## src/common/vtrc_pkg.sv

```systemverilog
// Package: register map, field positions and timing for vector table relocation control
`default_nettype none
package vtrc_pkg;
    // Register byte addresses on the Avalon-MM slave (two aligned words)
    localparam logic [3:0] GIC_ADDR       = 4'h0;
    localparam logic [3:0] STATUS_ADDR    = 4'h4;
    // Field positions inside the control register
    localparam int         SEL_BIT        = 1;
    localparam int         UNLOCK_BIT     = 0;
    localparam logic [7:0] GIC_RESET      = 8'h00;
    // Unlock window in enabled system clock cycles (clk_en high)
    localparam int         UNLOCK_CYCLES  = 4;
    localparam logic [2:0] UNLOCK_LOAD    = 3'h4;
    // Boot section start word addresses per boot size fuse code
    localparam logic [15:0] BOOT_START_0  = 16'h1c00;
    localparam logic [15:0] BOOT_START_1  = 16'h1e00;
    localparam logic [15:0] BOOT_START_2  = 16'h1f00;
    localparam logic [15:0] BOOT_START_3  = 16'h1f80;
    localparam logic [15:0] APP_START     = 16'h0000;

    typedef struct packed {
        logic [15:0] base;
        logic        blocked;
    } vtrc_vec_t;

    typedef enum logic [1:0] {
        VTRC_IDLE   = 2'b00,
        VTRC_OPEN   = 2'b01,
        VTRC_FINISH = 2'b11
    } vtrc_state_t;
endpackage : vtrc_pkg
`default_nettype wire

```

## src/rtl/vtrc_ctrl.sv

```systemverilog
// Vector table relocation control with timed unlock and boot lock blocking
`default_nettype none
// How it works
// - Select bit zero places the vector base at the start of program memory.
// - Select bit one places the vector base at the boot section start chosen by the fuses.
// - The select bit changes only on a write while the unlock bit is set.
// - Interrupts are blocked from the unlock cycle until the instruction after the select write.
// - Without a select write the block lasts exactly four cycles after unlock.
// - The automatic block never alters the global interrupt enable flag.
// - Hardware clears the unlock bit on a select write or after four cycles.
// - Boot vectors with the app-side lock block interrupts while running application code.
// - App vectors with the boot-side lock block interrupts while running boot code.
module vtrc_ctrl (
    input  wire logic              sys_clk,
    input  wire logic              rst,
    input  wire logic              clk_en,
    input  wire logic [3:0]        avs_address,
    input  wire logic              avs_read,
    input  wire logic              avs_write,
    input  wire logic [31:0]       avs_writedata,
    input  wire logic [3:0]        avs_byteenable,
    output logic [31:0]            avs_readdata,
    output logic                   avs_waitrequest,
    input  wire logic [1:0]        boot_size_fuses,
    input  wire logic              app_side_boot_lock,
    input  wire logic              boot_side_boot_lock,
    input  wire logic              exec_in_boot,
    input  wire logic              instr_done,
    input  wire logic              global_int_en,
    output vtrc_pkg::vtrc_vec_t    vec_out,
    output logic                   int_accept_en
);
    import vtrc_pkg::*;

    logic        sel_q;
    logic        unlock_run;
    logic        ack_q;
    logic [31:0] rdata_q;
    logic        hold_q;
    vtrc_state_t state_q;
    vtrc_state_t state_d;
    logic [1:0]  fuse_s1_q;
    logic [1:0]  fuse_s2_q;
    logic [1:0]  lock_s1_q;
    logic [1:0]  lock_s2_q;
    vtrc_vec_t   vec_q;
    logic        acc_q;

    function automatic logic [15:0] boot_start(input logic [1:0] code);
        case (code)
            2'h0:    boot_start = BOOT_START_0;
            2'h1:    boot_start = BOOT_START_1;
            2'h2:    boot_start = BOOT_START_2;
            default: boot_start = BOOT_START_3;
        endcase
    endfunction : boot_start

    // Bus decode: one wait cycle, then a single-cycle answer
    wire req        = (avs_read | avs_write) & ~ack_q;
    wire hit_gic    = (avs_address == GIC_ADDR);
    wire hit_stat   = (avs_address == STATUS_ADDR);
    wire wr_gic     = avs_write & ack_q & hit_gic & avs_byteenable[0];
    wire wr_unlock  = wr_gic & avs_writedata[UNLOCK_BIT];
    wire wr_select  = wr_gic & ~avs_writedata[UNLOCK_BIT] & unlock_run;
    wire [1:0] lk   = lock_s2_q;
    wire fuse_blk   = sel_q ? (lk[0] & ~exec_in_boot)
                            : (lk[1] & exec_in_boot);
    wire seq_blk    = unlock_run | (state_q != VTRC_IDLE) | wr_unlock;
    wire [7:0] gic_view = {6'h00, sel_q, unlock_run};
    wire [31:0] rd_mux  = hit_gic  ? {24'h000000, gic_view} :
                          hit_stat ? {30'h0, int_accept_en, fuse_blk} : 32'h0;

    vtrc_unlock_timer u_timer (
        .sys_clk (sys_clk),
        .rst     (rst),
        .clk_en  (clk_en),
        .start   (wr_unlock),
        .stop    (wr_select),
        .running (unlock_run)
    );

    // Hold the block through the instruction after the select write
    always_comb begin
        state_d = state_q;
        case (state_q)
            VTRC_IDLE:   if (wr_select) state_d = VTRC_OPEN;
            VTRC_OPEN:   if (instr_done) state_d = VTRC_FINISH;
            VTRC_FINISH: if (instr_done) state_d = VTRC_IDLE;
            default:     state_d = VTRC_IDLE;
        endcase
    end

    always_ff @(posedge sys_clk or posedge rst) begin
        if (rst) begin
            sel_q     <= GIC_RESET[SEL_BIT];
            state_q   <= VTRC_IDLE;
            ack_q     <= 1'b0;
            rdata_q   <= 32'h0;
            hold_q    <= 1'b1;
            fuse_s1_q <= 2'h0;
            fuse_s2_q <= 2'h0;
            lock_s1_q <= 2'h0;
            lock_s2_q <= 2'h0;
            vec_q     <= '0;
            acc_q     <= 1'b0;
        end else if (clk_en) begin
            fuse_s1_q <= boot_size_fuses;
            fuse_s2_q <= fuse_s1_q;
            lock_s1_q <= {boot_side_boot_lock, app_side_boot_lock};
            lock_s2_q <= lock_s1_q;
            ack_q     <= req;
            hold_q    <= ~req;
            rdata_q   <= rd_mux;
            state_q   <= state_d;
            if (wr_select) begin
                sel_q <= avs_writedata[SEL_BIT];
            end
            vec_q.base    <= sel_q ? boot_start(fuse_s2_q) : APP_START;
            vec_q.blocked <= seq_blk | fuse_blk;
            // Enable flag is only read, never written here
            acc_q <= global_int_en & ~seq_blk & ~fuse_blk;
        end
    end

    assign avs_readdata    = rdata_q;
    assign avs_waitrequest = hold_q;
    assign vec_out         = vec_q;
    assign int_accept_en   = acc_q;

    // Window left alone for four enabled cycles must close on the fifth
    a_unlock_len: assert property (@(posedge sys_clk) disable iff (rst)
        (clk_en && wr_unlock) ##1 (clk_en && !wr_unlock && !wr_select)[*4] |=> !unlock_run)
        else $error("unlock window length wrong");

    a_unlock_set: assert property (@(posedge sys_clk) disable iff (rst)
        (clk_en && wr_unlock) |=> unlock_run)
        else $error("unlock window not opened");

    a_unlock_full: assert property (@(posedge sys_clk) disable iff (rst)
        (clk_en && wr_unlock) ##1 (clk_en && !wr_select)[*3] |-> unlock_run)
        else $error("unlock window closed early");
    a_sel_locked: assert property (@(posedge sys_clk) disable iff (rst)
        (clk_en && !unlock_run) |=> $stable(sel_q) || $past(wr_unlock))
        else $error("select changed without unlock");
    a_seq_blocks: assert property (@(posedge sys_clk) disable iff (rst)
        (clk_en && unlock_run) |=> !acc_q)
        else $error("interrupt accepted during unlock");
    a_sel_clears: assert property (@(posedge sys_clk) disable iff (rst)
        (clk_en && wr_select && !wr_unlock) |=> !unlock_run)
        else $error("unlock not cleared by select write");
    a_app_base: assert property (@(posedge sys_clk) disable iff (rst)
        (clk_en && !sel_q) |=> vec_q.base == APP_START)
        else $error("app base wrong");
    a_boot_base: assert property (@(posedge sys_clk) disable iff (rst)
        (clk_en && sel_q) |=> vec_q.base == boot_start($past(fuse_s2_q)))
        else $error("boot base wrong");
    a_app_lock: assert property (@(posedge sys_clk) disable iff (rst)
        (clk_en && sel_q && lk[0] && !exec_in_boot) |=> !acc_q)
        else $error("app lock not blocking");
    a_boot_lock: assert property (@(posedge sys_clk) disable iff (rst)
        (clk_en && !sel_q && lk[1] && exec_in_boot) |=> !acc_q)
        else $error("boot lock not blocking");

    // Global enable gates acceptance but is never written back
    a_gie_gate: assert property (@(posedge sys_clk) disable iff (rst)
        (clk_en && !global_int_en) |=> !acc_q)
        else $error("accepted with global enable low");

    a_gie_pass: assert property (@(posedge sys_clk) disable iff (rst)
        (clk_en && global_int_en && !seq_blk && !fuse_blk) |=> acc_q)
        else $error("acceptance blocked without cause");

    a_sel_write: assert property (@(posedge sys_clk) disable iff (rst)
        (clk_en && wr_select) |=> sel_q == $past(avs_writedata[SEL_BIT]))
        else $error("select write not taken");

    a_fsm_enter: assert property (@(posedge sys_clk) disable iff (rst)
        (clk_en && wr_select && state_q == VTRC_IDLE) |=> state_q == VTRC_OPEN)
        else $error("post write hold not entered");

    a_open_hold: assert property (@(posedge sys_clk) disable iff (rst)
        (clk_en && state_q == VTRC_OPEN) |=> !acc_q)
        else $error("accepted before write retired");

    a_finish_hold: assert property (@(posedge sys_clk) disable iff (rst)
        (clk_en && state_q == VTRC_FINISH) |=> !acc_q)
        else $error("accepted before next instruction retired");

    a_vec_block: assert property (@(posedge sys_clk) disable iff (rst)
        (clk_en && fuse_blk) |=> vec_q.blocked)
        else $error("blocked flag missing");

    // Bus timing: exactly one wait cycle, idle shows waitrequest high
    a_wait_one: assert property (@(posedge sys_clk) disable iff (rst)
        (clk_en && req) |=> !avs_waitrequest)
        else $error("answer not after one wait cycle");

    a_wait_idle: assert property (@(posedge sys_clk) disable iff (rst)
        (clk_en && !req) |=> avs_waitrequest)
        else $error("waitrequest low without request");

    // Clock enable low must freeze the control state
    a_freeze_state: assert property (@(posedge sys_clk) disable iff (rst)
        (!clk_en) |=> $stable(sel_q) && $stable(state_q) && $stable(acc_q))
        else $error("state moved while frozen");
endmodule : vtrc_ctrl
`default_nettype wire

```

## src/rtl/vtrc_unlock_timer.sv

```systemverilog
// Unlock window timer: counts the four-cycle change window
`default_nettype none
module vtrc_unlock_timer (
    input  wire logic       sys_clk,
    input  wire logic       rst,
    input  wire logic       clk_en,
    input  wire logic       start,
    input  wire logic       stop,
    output logic            running
);
    import vtrc_pkg::*;

    logic [2:0] cnt_q;

    assign running = (cnt_q != 3'h0);

    // Start wins over stop so a fresh unlock is never lost
    always_ff @(posedge sys_clk or posedge rst) begin
        if (rst) begin
            cnt_q <= 3'h0;
        end else if (clk_en) begin
            if (start) begin
                cnt_q <= UNLOCK_LOAD;
            end else if (stop) begin
                cnt_q <= 3'h0;
            end else if (cnt_q != 3'h0) begin
                cnt_q <= cnt_q - 3'h1;
            end
        end
    end
endmodule : vtrc_unlock_timer
`default_nettype wire

```

## config.mk

```make
export PLATFORM = sky130hd
export DESIGN_NAME = vtrc_ctrl
export DESIGN_NICKNAME = d
export VERILOG_FILES = /design/src/common/vtrc_pkg.sv /design/src/rtl/vtrc_ctrl.sv /design/src/rtl/vtrc_unlock_timer.sv
export SDC_FILE = /design/constraint.sdc
export NUM_CORES = 1
export LEC_CHECK = 0
export BUFFER_PORTS_ARGS = -buffer_cell sky130_fd_sc_hd__clkbuf_2
export CAP_MARGIN = 20
export CELL_PAD_IN_SITES_DETAIL_PLACEMENT = 1
export CELL_PAD_IN_SITES_GLOBAL_PLACEMENT = 1
export CORE_ASPECT_RATIO = 1.1
export CORE_MARGIN = 5
export CORE_UTILIZATION = 26
export DETAILED_ROUTE_END_ITERATION = 10
export PLACE_DENSITY_LB_ADDON = 0.25
export SETUP_SLACK_MARGIN = 0.15
export SKIP_CTS_REPAIR_TIMING = 1
export SYNTH_ARGS = -nofsm -noshare
export SYNTH_HDL_FRONTEND = slang
export SYNTH_SLANG_ARGS = --single-unit
```

## constraint.sdc

```tcl
create_clock -name sys_clk -period 1.5 [get_ports sys_clk]
set_input_delay 0.3 -clock sys_clk [delete_from_list [all_inputs] [get_ports sys_clk]]
set_output_delay 0.3 -clock sys_clk [all_outputs]
set_load 0.005 [all_outputs]
```

## Word-level counts from Yosys, hierarchy flattened

Index checks and enable logic that the tools add are counted.

| cells by class | value |
|---|---|
| add/subtract/negate cells | 1 |
| equality and inequality tests | 8 |
| multiplexer cells | 12 |
| bitwise gates (word level) | 21 |
| reductions and logical operators | 9 |

Operators with widths:

| operator | number |
|---|---|
| 10-bit one-hot mux with 3 select lines | 1 |
| 16-bit two-way mux | 1 |
| 1-bit AND | 11 |
| 2-bit two-way mux | 5 |
| 3-bit two-way mux | 3 |
| 1-bit NOT | 6 |
| 2-bit one-hot mux with 3 select lines | 1 |
| 3-bit nonzero test | 2 |
| 2-bit by 1-bit == test with 1-bit output, second input constant | 2 |
| 2-bit == test, second input constant | 2 |
| 4-bit by 3-bit == test with 1-bit output, second input constant | 1 |
| 2-bit zero test | 2 |
| 4-bit zero test | 1 |
| 2-bit != test, second input constant | 2 |
| 1-bit OR | 4 |
| 2-bit AND reduction | 2 |
| 4-bit AND reduction | 1 |
| 3-bit by 1-bit subtractor with 3-bit output, second input constant | 1 |
| 2-bit by 1-bit != test with 1-bit output, second input constant | 1 |
| 2-bit nonzero test | 1 |
| 1-bit two-way mux | 1 |

| storage, ports and cells | value |
|---|---|
| register bits | 66 |
| input port bits | 52 |
| output and inout port bits | 51 |
| word-level logic and storage cells | 64 |

## Depth between registers and ports, before layout

| logic depth | value |
|---|---|
| depth in word-level cells | 8 |
| gate-level depth with buffers | 6 |

## Hierarchy

From an unflattened synthesis, not the netlist that was laid out.

| unflattened totals | value |
|---|---|
| cells, all modules | 141 |
| area, all modules | 1487.7 um2 |

Modules (own cells, without submodules):

| module | instances | cells each | area an instance (um2) | seq. area each (um2) |
|---|---|---|---|---|
| vtrc_ctrl | 1 | 121 | 1281.2 | 526.8 |
| vtrc_unlock_timer | 1 | 20 | 206.4 | 75.1 |

## Least setup slack after synthesis

No wires, ideal clock.

| timing path | value |
|---|---|
| path kind | register to register |
| from | register u_timer.cnt_q[0] |
| to | register sel_q |
| library setup time | 125 ps |
| arrival time | 1343 ps |
| data required time | 1375 ps |
| path slack | 32 ps |
| stages on the path, launching flop included | 7 |
| path buffers | 0 |
| period minus slack after synthesis | 1468 ps |
| cells stage by stage | dfrtp_1 > inv_1 > ha_1 > ha_1 > nor2_1 > nand4_4 > mux2_4 |

| between the ends | value |
|---|---|
| cells in the longest elaborated chain, start to end | 3 |

Ends and longest elaborated chain:

| element | line | RTL |
|---|---|---|
| start: declaration | vtrc_unlock_timer.sv:13 | `logic [2:0] cnt_q;` |
| start signal: assignment | vtrc_unlock_timer.sv:27 | `cnt_q <= cnt_q - 3'h1;` |
| 3-bit nonzero test | vtrc_unlock_timer.sv:15 | `assign running = (cnt_q != 3'h0);` |
| 1-bit AND | vtrc_ctrl.sv:64 | `wire wr_select = wr_gic & ~avs_writedata[UNLOCK_BIT] & unlock_run;` |
| 2-bit AND reduction (no source line) | n/a |  |
| end signal: assignment | vtrc_ctrl.sv:95 | `sel_q <= GIC_RESET[SEL_BIT];` |
| end signal: assignment | vtrc_ctrl.sv:116 | `sel_q <= avs_writedata[SEL_BIT];` |
| end: declaration | vtrc_ctrl.sv:35 | `logic sel_q;` |

No other way between the ends.
A chain may end at the register's enable or synchronous reset.

## Worst setup path after layout

Ends and elaborated chain as after synthesis.

==> results.yml <==
outcome:
  outcome: "completed"
synthesis:
  syn_avg_cell_area_sq_um: 10.4
  synth_compound_area_share_pct: 10.2
  synthTopCellsByArea: "dfrtp_1 40%, buf_4 22%, mux2_2 7.7%"
  synthXorXnorAreaFrac_pct: 0
  ys_ff_latch: 24
  synth.area.mux_share_pct: 9.45
  synth-simple-area-share_pct: 10.3
  synthesis.instances: 140
  yosys.area.top_type: "dfrtp_1"
  yosysMostFrequentCell: "buf_4"
  ys_async_sr_fraction_pct: 100
  synthAdderAreaFrac_pct: 1.72
  ys_types: 35
  synth_top_family_by_area: "buffers and inverters"
  synth-seq-area-share_pct: 41.3
  synth_area_sq_um: 1460
  synth-edff-count: 0
  ys.warnings.count: 0
  synth_ff_type: "dfrtp_1"
  synth_common_cells: "42 x buf_4, 23 x dfrtp_1, 13 x inv_1, 10 x mux2_2, 7 x o21ai_0"
  synth_top_area_share_pct: 39.5
sta:
  max_freq_mhz: 704
  rsz0062_at_grt: "true"
  setup_viol: 0
  maxSlewViolCount: 0
  setup_tns_ns: 0
  fin_crit_sh_pct: 94.8
  hold_viol_final: 0
  fin_crit_ns: 1.42
  clock_skew_ns: 0.000519
detailed_routing:
  wirelength_mm: 3.19
  wl_per_cell_um: 12.9
  ant_nets: 0
  dr.pass1.iters: 2
  drtIter0Drc: 39
  drc: 0
  dr_total_vias: 973
  vias_per_cell: 3.92
global_route:
  grtUsageTotal_pct: 9.05
  grtUsageMet3_pct: 2.34
  grt_use_met2_pct: 16.4
  grt_overflow: 0
  first_global_vias: 1070
  antenna_found_initial: 0
  grt_max_degree: 17
  grt_busiest_layer: "met2"
  grtUsageMet1_pct: 10.1
  grt_pass1_wl_mm: 5.04
worst_setup_path:
  cp.required_ns: 1.66
  crit_fanout: 4
  path_common_cell: "ha_4"
  critical_path.top_delay_family: "flip-flops"
  worstPathCellList: "inv_2, ha_4, ha_4, nor2_4, nand4_4, mux2_4"
  worstSetupPathType: "reg2reg"
  crit_buf_inv: 1
  worstPathArrival_ns: 1.58
  r2r_start: "u_timer.cnt_q[0]"
  crit_path_start: "u_timer.cnt_q[0]"
  startpoint_type: "flop"
  crit_slowest_cell: "dfrtp_1"
  setup.worst_path.end_class: "flop"
  slowest_delay_ns: 0.39
clock_network:
  insertion_delay_ns: 0.27
  cts_buffer_depth: 2
  cts_tree: "built"
  cts.sinks: 24
  clockRootBuffer: "clkbuf_8"
  clk_pin_slew_worst_paths_ns: 0.09
  h-tree-depth: 1
  numCtsBuffers: 3
power_and_ir_drop:
  ir_drop_mv: 0.315
  finalPower_mw: 1.98
  p_leak_nw: 0.839
  powerDensity_nw_per_um2: 1180
worst_hold_path:
  min_path_type: "in2reg"
  min_from: "boot_side_boot_lock"
finish:
  area_growth_pct: 15.5
  nFillCells: 648
  n_antenna_cell: 0
  drive_gt1_share_pct: 36.4
  layout.nets: 228
die:
  start_util_pct: 26.8
  die_y_um: 88.5
  chipWidth_um: 81.4
  dieArea_sq_um: 7200
  core_area_sq_um: 5430
  rows: 28
  io_pins: 103
place:
  io_buffers: 29
  gp_congestion: 0.738
  hpwl_mm: 2.60
flow_run:
  maxCapViolations: 0
==> cell usage in the layout (no fill, tap or decap), types with 3 or more instances in the layout <==
master,Yosys,final
clkbuf_2,0,29
mux2_2,10,10
buf_4,42,6
inv_1,13,11
clkbuf_8,0,3
o21ai_0,7,7
dfrtp_1,23,23
conb_1,1,40
nand3_1,5,4
==> metal layers <==
layer / part of all wire, % / routed length (um) / vias to the layer above
li1: - / - / 456
met1: 39 / 1260 / 472
met2: 52 / 1670 / 41
met3: 7.4 / 235 / 4
met4: 1.0 / 32 / 0
met5: 0 / 0 / -
==> path summary, 6_finish.rpt <==
path	to	cells past startpoint	slack [ns]
max in group asynchronous	fuse_s1_q[0]	4	0.41
worst max register to register	sel_q	6	0.08
worst max-delay path	sel_q	6	0.08
worst min-delay path	lock_s1_q[1]	2	0.26
worst min register to register	u_timer.cnt_q[2]	2	0.52
min in group asynchronous	vec_out[10]	3	0.54
==> cell families after synthesis <==
group                      Yosys count
DFF                                 24
buffers and inverters               59
adders and majority gates            2
AOI/OAI and AO/OA                   21
and+or+nand+nor                     21
other                                1
muxes                               12
==> flip-flops by register name (all words and copies together) (netlist names) <==
register / flops
fuse_s1_q: 2
lock_s1_q: 2
avs_readdata: 2
u_timer.cnt_q: 3
avs_waitrequest: 1
int_accept_en: 1
ack_q: 1
lk: 2
fuse_s2_q: 2
state_q: 2
sel_q: 1
vec_out: 5
==> area by class of cell <==
type	instances	area, sq um	area share, %
timing repair buffer	36	200	11.9
clock buffer	3	41.3	2.45
tap	75	93.8	5.58
sequential	24	602	35.8
inverter	13	48.8	2.90
multi-input combinational	96	667	39.6
clock inverter	1	30.0	1.78
==> per-stage QoR <==
step / hold WS [ns] / setup WS, ns / instance area (sq um) / cells / util (%)
4_1_cts: -0.0165 / 0.0236 / 1640 / 246 / 30.2
6_report: 0.258 / 0.0787 / 1680 / 248 / 31.0
3_3_place_gp: 0.274 / 0.0698 / 1570 / 242 / 28.9
3_5_place_dp: 0.282 / 0.0418 / 1570 / 242 / 28.9
5_1_grt: 0.253 / 0.0160 / 1680 / 248 / 31.0
2_1_floorplan: 0.314 / 0.153 / 1630 / 179 / -
==> where the power goes <==
| part | total [mW] | internal [mW] | leakage [nW] | switching (mW) |
|---|---|---|---|---|
| Sequential | 0.822 | 0.751 | 0.300 | 0.0710 |
| Combinational | 0.582 | 0.298 | 0.503 | 0.284 |
| Clock | 0.575 | 0.357 | 0.0357 | 0.218 |
| Total | 1.98 | 1.41 | 0.839 | 0.572 |
(Power assumes the default switching activity.)
